## src/shared/pesc_consts.svh

```systemverilog
`ifndef PESC_CONSTS_SVH
`define PESC_CONSTS_SVH

// ****************************************
// Register offsets on the management port
// ****************************************
`define PESC_ADDR_W 5
`define PESC_OFS_EVENT_FLAGS 5'h13
`define PESC_OFS_GEN_CFG_TWO 5'h14
`define PESC_OFS_RX_ERR_TALLY 5'h15

// ****************************************
// Event flag bit positions
// ****************************************
`define PESC_EV_NEG_ERROR 15
`define PESC_EV_SPEED_CHANGE 14
`define PESC_EV_DUPLEX_CHANGE 13
`define PESC_EV_PAGE_RX 12
`define PESC_EV_NEG_DONE 11
`define PESC_EV_LINK_CHANGE 10
`define PESC_EV_EEE_ERROR 9
`define PESC_EV_BOGUS_CARRIER 8
`define PESC_EV_CONV_FIFO 7
`define PESC_EV_CROSSOVER 6
`define PESC_EV_DOWNSHIFT 5
`define PESC_EV_SLEEP_CHANGE 4
`define PESC_EV_WAKE_PACKET 3
`define PESC_EV_MAC_BUFFER 2
`define PESC_EV_POLARITY 1
`define PESC_EV_JABBER 0
// Bits that latch high and clear on read (15..10, 8..4, 1, 0)
`define PESC_LATCH_MASK 16'hfdf3

// ****************************************
// Configuration field positions
// ****************************************
`define PESC_CFG_PROBE_START 15
`define PESC_CFG_INT_POLARITY 13
`define PESC_CFG_RETRY_HI 11
`define PESC_CFG_RETRY_LO 10
`define PESC_CFG_DS_EN 9
`define PESC_CFG_DS_ENH 8
`define PESC_CFG_DS_TEN 6
`define PESC_CFG_TXCLK_HI 5
`define PESC_CFG_TXCLK_LO 4
`define PESC_CFG_FD_COL 3
`define PESC_CFG_LEGACY_SCR 2
`define PESC_CFG_SEMI_MASTER 1
`define PESC_CFG_SEMI_SLAVE 0

// ****************************************
// Reset values
// ****************************************
`define PESC_RST_EVENT_FLAGS 16'h0000
`define PESC_RST_GEN_CFG_TWO 16'h2947
`define PESC_RST_RX_ERR_TALLY 16'h0000
`define PESC_TALLY_MAX 16'hffff

`endif

```

## src/shared/pesc_pkg.sv

```systemverilog
// ****************************************
// Types shared by the register group
// ****************************************
package pesc_pkg;

  typedef logic [15:0] pesc_word_t;

  // Whole state of the register group
  typedef struct packed {
    pesc_word_t flags; // Latched event flags
    logic probe_start; // Powered-device probe request
    logic int_active_low; // Interrupt pin polarity
    logic [1:0] retry_count; // Failed attempts code
    logic [3:0] retry_limit; // Decoded attempt count
    logic ds_enable; // Downshift enable
    logic ds_enhanced; // Enhanced downshift enable
    logic ds_to_ten; // Fallback to 10M enable
    logic [1:0] tx_clk_sel; // Transmit clock selection
    logic tx_clk_on; // Transmit clock running
    logic fd_collision; // Collision indication in full duplex
    logic legacy_scr; // Legacy scrambler auto select
    logic semi_master; // Semi-cross in master role
    logic semi_slave; // Semi-cross in slave role
    pesc_word_t tally; // Receive error counter
    pesc_word_t rd_data; // Read data register
    logic irq_pin; // Interrupt pin level
  } pesc_state_s;

endpackage

```

## src/pesc_regs.sv

```systemverilog
// Notes on behaviour
// (RULE_01) Flags record any event since last read
// (RULE_02) Flags capture even when interrupt masked
// (RULE_03) Bits 15..10 latch high, clear on read
// (RULE_04) Bits 8..4 and 0 latch, clear on read
// (RULE_05) Bit 9 shows EEE error, not read-cleared
// (RULE_06) Bit 3 shows wake packet received
// (RULE_07) Bit 2 shows MAC buffer fault
// (RULE_08) Bit 1 latches polarity change until read
// (RULE_09) Write one starts probe; hardware clears it
// (RULE_10) Bit 13 sets interrupt polarity, reset one
// (RULE_11) Bits 11-10 pick retries 1,2,4,8
// (RULE_12) Bit 9 enables downshift, reset zero
// (RULE_13) Bit 8 enables enhanced C/D downshift
// (RULE_14) Bit 6 enables fallback to 10M
// (RULE_15) Bits 5-4 select gigabit transmit clock
// (RULE_16) Bit 3 enables full duplex collision
// (RULE_17) Bit 2 enables legacy scrambler selection
// (RULE_18) Bits 1,0 enable semi-cross master/slave
// (RULE_19) 16-bit error counter, write ones clears
// (RULE_20) Enabled pending event asserts interrupt pin
// (RULE_21) Event during read survives the read
`timescale 1ns/1ps
`include "pesc_consts.svh"

module pesc_regs
  import pesc_pkg::*;
(
  input wire logic sys_clk,
  input wire logic rst_b,
  // Management register port
  input wire logic [4:0] reg_addr,
  input wire logic [15:0] reg_wdata,
  input wire logic reg_wr,
  input wire logic reg_rd,
  output logic [15:0] reg_rdata,
  // Event pulses, one per flag position; bits 9, 3, 2 unused here
  input wire logic [15:0] event_pulse,
  // Level indications shown directly in the flag register
  input wire logic eee_error_level,
  input wire logic wake_packet_level,
  input wire logic mac_buffer_fault_level,
  // Interrupt enables held in the mask register outside
  input wire logic [15:0] event_enable_mask,
  // Hardware completion of the powered-device probe
  input wire logic probe_done,
  // One receive error seen
  input wire logic rx_error,
  // Interrupt pin, configuration and error counter outputs
  output logic event_irq_pin,
  output logic powered_device_probe_start,
  output logic [1:0] downshift_retry_count,
  output logic [3:0] downshift_retry_limit,
  output logic downshift_enable,
  output logic downshift_enhanced_enable,
  output logic downshift_to_ten_enable,
  output logic [1:0] tx_clk_select,
  output logic tx_clk_running,
  output logic full_duplex_collision_enable,
  output logic legacy_scrambler_auto_enable,
  output logic semi_cross_master_enable,
  output logic semi_cross_slave_enable,
  output logic [15:0] rx_error_tally
);

  // ****************************************
  // State
  // ****************************************
  pesc_state_s state_reg; // Registered state
  pesc_state_s state_next; // Next state
  pesc_word_t level_bits; // Live read-only indications
  pesc_word_t flag_view; // Flags as software sees them
  pesc_word_t cfg_view; // Configuration as software sees it
  logic rd_flags; // Read of the flag register
  logic wr_cfg; // Write of the configuration register
  logic wr_tally; // Write of the error counter

  // ****************************************
  // Register views and decode
  // ****************************************

  // Read-only level bits are not stored: they track the source
  always_comb
  begin
    level_bits = '0;
    level_bits[`PESC_EV_EEE_ERROR] = eee_error_level; // RULE_05
    level_bits[`PESC_EV_WAKE_PACKET] = wake_packet_level; // RULE_06
    level_bits[`PESC_EV_MAC_BUFFER] = mac_buffer_fault_level; // RULE_07
  end

  // Merge latched and level bits into one read word
  assign flag_view = (state_reg.flags & `PESC_LATCH_MASK) | level_bits;

  // Pack configuration back into its word; reserved bits read zero
  always_comb
  begin
    cfg_view = '0;
    cfg_view[`PESC_CFG_PROBE_START] = state_reg.probe_start;
    cfg_view[`PESC_CFG_INT_POLARITY] = state_reg.int_active_low;
    cfg_view[`PESC_CFG_RETRY_HI:`PESC_CFG_RETRY_LO] = state_reg.retry_count;
    cfg_view[`PESC_CFG_DS_EN] = state_reg.ds_enable;
    cfg_view[`PESC_CFG_DS_ENH] = state_reg.ds_enhanced;
    cfg_view[`PESC_CFG_DS_TEN] = state_reg.ds_to_ten;
    cfg_view[`PESC_CFG_TXCLK_HI:`PESC_CFG_TXCLK_LO] = state_reg.tx_clk_sel;
    cfg_view[`PESC_CFG_FD_COL] = state_reg.fd_collision;
    cfg_view[`PESC_CFG_LEGACY_SCR] = state_reg.legacy_scr;
    cfg_view[`PESC_CFG_SEMI_MASTER] = state_reg.semi_master;
    cfg_view[`PESC_CFG_SEMI_SLAVE] = state_reg.semi_slave;
  end

  // Address decode of the strobes
  assign rd_flags = reg_rd && (reg_addr == `PESC_OFS_EVENT_FLAGS);
  assign wr_cfg = reg_wr && (reg_addr == `PESC_OFS_GEN_CFG_TWO);
  assign wr_tally = reg_wr && (reg_addr == `PESC_OFS_RX_ERR_TALLY);

  // ****************************************
  // Next-state logic
  // ****************************************
  always_comb
  begin
    state_next = state_reg;

    // Read data: shown the cycle after the strobe, zero otherwise
    state_next.rd_data = '0;
    if (reg_rd)
    begin
      case (reg_addr)
        `PESC_OFS_EVENT_FLAGS: state_next.rd_data = flag_view;
        `PESC_OFS_GEN_CFG_TWO: state_next.rd_data = cfg_view;
        `PESC_OFS_RX_ERR_TALLY: state_next.rd_data = state_reg.tally;
        // Unmapped offsets read as zero
        default: state_next.rd_data = '0;
      endcase
    end

    // Flags: a read clears what it returned, new events OR in after,
    // so an event in the read cycle is kept for the next read
    if (rd_flags)
    begin
      state_next.flags = '0; // RULE_03 RULE_04 RULE_08
    end
    // Capture ignores the enable mask entirely
    state_next.flags = state_next.flags | (event_pulse & `PESC_LATCH_MASK); // RULE_01 RULE_02 RULE_21

    // Configuration write
    if (wr_cfg)
    begin
      state_next.int_active_low = reg_wdata[`PESC_CFG_INT_POLARITY]; // RULE_10
      state_next.retry_count = reg_wdata[`PESC_CFG_RETRY_HI:`PESC_CFG_RETRY_LO]; // RULE_11
      state_next.ds_enable = reg_wdata[`PESC_CFG_DS_EN]; // RULE_12
      state_next.ds_enhanced = reg_wdata[`PESC_CFG_DS_ENH]; // RULE_13
      state_next.ds_to_ten = reg_wdata[`PESC_CFG_DS_TEN]; // RULE_14
      state_next.tx_clk_sel = reg_wdata[`PESC_CFG_TXCLK_HI:`PESC_CFG_TXCLK_LO]; // RULE_15
      state_next.fd_collision = reg_wdata[`PESC_CFG_FD_COL]; // RULE_16
      state_next.legacy_scr = reg_wdata[`PESC_CFG_LEGACY_SCR]; // RULE_17
      state_next.semi_master = reg_wdata[`PESC_CFG_SEMI_MASTER]; // RULE_18
      state_next.semi_slave = reg_wdata[`PESC_CFG_SEMI_SLAVE]; // RULE_18
    end

    // Probe start: hardware clear first, so a software set wins
    if (probe_done)
    begin
      state_next.probe_start = 1'b0; // RULE_09
    end
    if (wr_cfg && reg_wdata[`PESC_CFG_PROBE_START])
    begin
      state_next.probe_start = 1'b1; // RULE_09
    end

    // Decoded attempt limit: 1 << code gives 1, 2, 4, 8
    state_next.retry_limit = 4'h1 << state_next.retry_count; // RULE_11
    // Codes 2 and 3 stop the transmit clock
    state_next.tx_clk_on = ~state_next.tx_clk_sel[1]; // RULE_15

    // Error counter: clear ones first, then count; saturates so a
    // flood of errors never wraps back to a small value
    if (wr_tally)
    begin
      state_next.tally = state_reg.tally & ~reg_wdata; // RULE_19
    end
    if (rx_error && (state_next.tally != `PESC_TALLY_MAX))
    begin
      state_next.tally = state_next.tally + 16'h0001; // RULE_19
    end

    // Interrupt pin from the next flags, so it asserts with the event
    state_next.irq_pin = |((state_next.flags | level_bits) & event_enable_mask); // RULE_20
    if (state_next.int_active_low)
    begin
      state_next.irq_pin = ~state_next.irq_pin; // RULE_10
    end
  end

  // ****************************************
  // State register
  // ****************************************
  always_ff @(posedge sys_clk or negedge rst_b)
  begin
    if (!rst_b)
    begin
      state_reg.flags <= `PESC_RST_EVENT_FLAGS;
      // Each configuration field is cut from the reset word on purpose by a size cast; retry_limit and tx_clk_on load constants
      state_reg.probe_start <= 1'(`PESC_RST_GEN_CFG_TWO >> `PESC_CFG_PROBE_START);
      state_reg.int_active_low <= 1'(`PESC_RST_GEN_CFG_TWO >> `PESC_CFG_INT_POLARITY);
      state_reg.retry_count <= 2'(`PESC_RST_GEN_CFG_TWO >> `PESC_CFG_RETRY_LO);
      state_reg.retry_limit <= 4'h4;
      state_reg.ds_enable <= 1'(`PESC_RST_GEN_CFG_TWO >> `PESC_CFG_DS_EN);
      state_reg.ds_enhanced <= 1'(`PESC_RST_GEN_CFG_TWO >> `PESC_CFG_DS_ENH);
      state_reg.ds_to_ten <= 1'(`PESC_RST_GEN_CFG_TWO >> `PESC_CFG_DS_TEN);
      state_reg.tx_clk_sel <= 2'(`PESC_RST_GEN_CFG_TWO >> `PESC_CFG_TXCLK_LO);
      state_reg.tx_clk_on <= 1'b1;
      state_reg.fd_collision <= 1'(`PESC_RST_GEN_CFG_TWO >> `PESC_CFG_FD_COL);
      state_reg.legacy_scr <= 1'(`PESC_RST_GEN_CFG_TWO >> `PESC_CFG_LEGACY_SCR);
      state_reg.semi_master <= 1'(`PESC_RST_GEN_CFG_TWO >> `PESC_CFG_SEMI_MASTER);
      state_reg.semi_slave <= 1'(`PESC_RST_GEN_CFG_TWO >> `PESC_CFG_SEMI_SLAVE);
      state_reg.tally <= `PESC_RST_RX_ERR_TALLY;
      state_reg.rd_data <= 16'h0000;
      // Polarity resets active low, so an idle pin sits high
      state_reg.irq_pin <= 1'b1;
    end
    else
    begin
      state_reg <= state_next;
    end
  end

  // ****************************************
  // Outputs, each straight from the state register
  // ****************************************
  assign reg_rdata = state_reg.rd_data;
  assign event_irq_pin = state_reg.irq_pin;
  assign powered_device_probe_start = state_reg.probe_start;
  assign downshift_retry_count = state_reg.retry_count;
  assign downshift_retry_limit = state_reg.retry_limit;
  assign downshift_enable = state_reg.ds_enable;
  assign downshift_enhanced_enable = state_reg.ds_enhanced;
  assign downshift_to_ten_enable = state_reg.ds_to_ten;
  assign tx_clk_select = state_reg.tx_clk_sel;
  assign tx_clk_running = state_reg.tx_clk_on;
  assign full_duplex_collision_enable = state_reg.fd_collision;
  assign legacy_scrambler_auto_enable = state_reg.legacy_scr;
  assign semi_cross_master_enable = state_reg.semi_master;
  assign semi_cross_slave_enable = state_reg.semi_slave;
  assign rx_error_tally = state_reg.tally;

endmodule

```

## config.mk

```make
export PLATFORM = sky130hd
export DESIGN_NAME = pesc_regs
export DESIGN_NICKNAME = d
export VERILOG_FILES = /design/src/shared/pesc_pkg.sv /design/src/pesc_regs.sv
export VERILOG_INCLUDE_DIRS = /design/src /design/src/shared
export SDC_FILE = /design/constraint.sdc
export NUM_CORES = 1
export LEC_CHECK = 0
export ABC_AREA = 1
export BUFFER_PORTS_ARGS = -buffer_cell sky130_fd_sc_hd__buf_2
export CAP_MARGIN = 15
export CORE_ASPECT_RATIO = 1.4
export CORE_MARGIN = 2
export CORE_UTILIZATION = 50
export CTS_BUF_LIST = sky130_fd_sc_hd__clkbuf_8
export DETAILED_ROUTE_END_ITERATION = 10
export GPL_ROUTABILITY_DRIVEN = 0
export PLACE_DENSITY = 0.78
export SLEW_MARGIN = 20
export SYNTH_ARGS = -nofsm -noshare
export SYNTH_HDL_FRONTEND = slang
export SYNTH_SLANG_ARGS = --single-unit
```

## constraint.sdc

```tcl
create_clock -name sys_clk -period 2.1 [get_ports sys_clk]
set_clock_uncertainty 0.15 [all_clocks]
set_input_delay 0.21 -clock sys_clk [delete_from_list [all_inputs] [get_ports sys_clk]]
set_output_delay 0.21 -clock sys_clk [all_outputs]
set_load 0.01 [all_outputs]
```

==> metrics.yaml <==
top_usage_layer: "met2"
cap_violations: 0
slowest_stage: "dlygate4sd3_1"
io_buffers: 108
coreArea_um2: 7360
grt_pass1_vias: 3608
status: "finished, final reports clean"
fin_nets: 664
final_common_cell: "nand2_1"
cts_htree_levels: 3
tightest_slew_ns: 0.357
cts.sinks: 67
hp-class: "primary input to flip-flop"
use_met3: 0.0520
gr-total-overflow: 0
cts.clk_slew.worst_paths_ns: 0.07
layout-drive-gt1-share: 0.320
ios: 112
drc: 0
drt_iter0_markers: 352
cts-buffers-inserted: 9
layout_setup_ws_ns: 0.0932
firstDrtPassIters: 5
vias_per_cell: 5.19
reg2reg_slack_ns: 0.33
rows: 37
ys_types: 32
fin_crit_sh: 0.956
root_buffer: "clkbuf_8"
dp_slack_ns: -0.00397
hpwl_um: 7890
required_ns: 2.20
final_cell_mix: "nand2_1 (153), buf_2 (108), inv_1 (57), dfrtp_1 (57), nor2_1 (34)"
syn_inst: 484
seq_area_um2: 1690
worstPathMaxFanout: 3
ys_seq_area_frac: 0.443
setup_viol: 0
min_to: "powered_device_probe_start$_DFFE_PN0P_"
r2r.worst_path.cells: 10
die_h_um: 107
grt_usage: 0.268
via_count: 3652
crit_type: "primary input to flip-flop"
pwr_density_cell_nw_per_um2: 707
initial_utilization: 0.518
critPathCaptureType: "flip-flop"
multi_input_comb_area_um2: 1510
final_util: 0.648
synth_nets: 547
worstHoldPathCells: 3
grt_max_degree: 68
crit_path_start_kind: "primary input"
synth-seq-cells: 67
synthToLayoutAreaGrowth_pct: 25.3
use_met2: 0.470
wl_per_cell_um: 15.4
fmax_mhz: 498
drv_slew: 0
ant_nets: 0
routed_wl_um: 10800
period_needed_ns: 2.01
stdcell_count: 703
fillers: 596
die-area_um2: 8340
slew_headroom: 0.762
dp_cells: 663
synth_area_um2: 3810
diodes: 0
grt_pass1_wl_um: 17000
clk_path_buf_depth: 2
antenna_found_initial: 0
cp_slowest_stage_delay_ns: 0.55
cts_tree: "done"
use_met1: 0.290
hold_path_startpoint: "reg_wdata[15]"
r2r_end: "rx_error_tally[12]$_DFF_PN0_"
regToRegStartpoint: "rx_error_tally[1]$_DFF_PN0_"
chipWidth_um: 77.8
ir_drop_mv: 0.336
synth_area_per_cell_um2: 7.87
leakagePower_nw: 2.72
arrival_ns: 2.11
yosysWarnings: 0
path_cells: "dlygate4sd3_1, buf_2, nand4_1, nand2_1, inv_1, ha_2, nand3_1, nor2_1, nand3_1, nor2_1, nand2_1, nand3_1, nand2_1"
insertion_delay_ns: 0.36
final_hold_viol_count: 0
==> worst max-delay path, delay by kind of cell <==
kind                     cells  cell delay, ns
adder cells (fa/ha/maj)      1            0.21
buffers and inverters        3            0.78
AND/OR/NAND/NOR              9            0.90
==> Yosys cell counts (all sizes together) <==
cell type | count | area [um^2]
dfrtp | 57 | 1430
o211ai | 6 | 45.0
nor3 | 6 | 41.3
nor2 | 43 | 196
mux2 | 8 | 90.1
clkbuf | 3 | 11.3
ha | 1 | 12.5
nand3 | 23 | 130
inv | 58 | 220
a21oi | 4 | 20.0
xor2 | 1 | 8.76
nand4 | 19 | 125
xnor2 | 1 | 8.76
buf | 51 | 390
o21ai | 20 | 100
dfstp | 10 | 263
o21bai | 12 | 90.1
a21boi | 1 | 7.51
nand2 | 160 | 623
==> timing repair <==
action,4_1_cts,5_1_grt
endpoints found under the hold margin,82,0
setup endpoints to repair,0,14
resized for setup,0,3
hold buffers,24,0
setup buffers,0,0
==> routing by layer <==
metal | part of all wire | up-vias | wire length, um
li1 | - | 1717 | -
met1 | 0.37 | 1709 | 4010
met2 | 0.52 | 179 | 5620
met3 | 0.054 | 47 | 579
met4 | 0.054 | 0 | 582
met5 | 0 | - | 0
==> cells by family (layout without fill, tap and decap cells) <==
kind of cell,after synthesis,in the layout,synth area share
AOI/OAI and AO/OA,43,43,0.0690
buffers and inverters,112,234,0.163
and+or+nand+nor,251,251,0.293
xor gates and xnor gates,2,2,0.00460
muxes,8,8,0.0236
adders and majority gates,1,1,0.00328
DFF,67,67,0.443
==> metrics by stage <==
step / hold WS, ns / TNS [ns] / instance area, um^2 / total power [mW]
6_report: 0.0345 / 0 / 4770 / 3.37
5_1_grt: 0.0568 / -0.00301 / 4770 / 3.53
2_1_floorplan: -0.236 / 0 / 3810 / 1.97
3_3_place_gp: 0.0996 / 0 / 4310 / 2.16
3_5_place_dp: 0.105 / -0.00532 / 4310 / 2.18
4_1_cts: 0.0189 / 0 / 4760 / 3.36
==> power by group <==
part / switching [mW] / internal, mW / total (mW) / leakage, nW
Combinational: 0.406 / 0.289 / 0.695 / 1.79
Clock: 0.488 / 0.670 / 1.16 / 0.118
Sequential: 0.0821 / 1.44 / 1.52 / 0.805
Total: 0.976 / 2.40 / 3.37 / 2.72
==> worst max-delay path by stage <==
| stage | startpoint | to | slack [ns] | depth (start not counted) |
|---|---|---|---|---|
| 3_5_place_dp | reg_addr[3] | rx_error_tally[7]$_DFF_PN0_ | -0.004 | 15 |
| 3_3_place_gp | reg_addr[4] | rx_error_tally[0]$_DFF_PN0_ | 0.07 | 14 |
| 5_1_grt | reg_wdata[0] | rx_error_tally[12]$_DFF_PN0_ | -0.003 | 13 |
| 4_1_cts | reg_wdata[0] | rx_error_tally[6]$_DFF_PN0_ | 0.1 | 12 |
| 6_report | reg_wdata[1] | rx_error_tally[12]$_DFF_PN0_ | 0.09 | 13 |
| 2_1_floorplan | reg_addr[1] | rx_error_tally[0]$_DFF_PN0_ | 0.02 | 14 |
==> area by class of cell <==
| cell class | instances | area share |
|---|---|---|
| sequential | 67 | 0.354 |
| inverter | 58 | 0.0461 |
| multi-input combinational | 305 | 0.316 |
| tap | 97 | 0.0254 |
| timing repair buffer | 160 | 0.213 |
| clock inverter | 3 | 0.00787 |
| clock buffer | 13 | 0.0375 |
(Power assumes the default switching activity.)
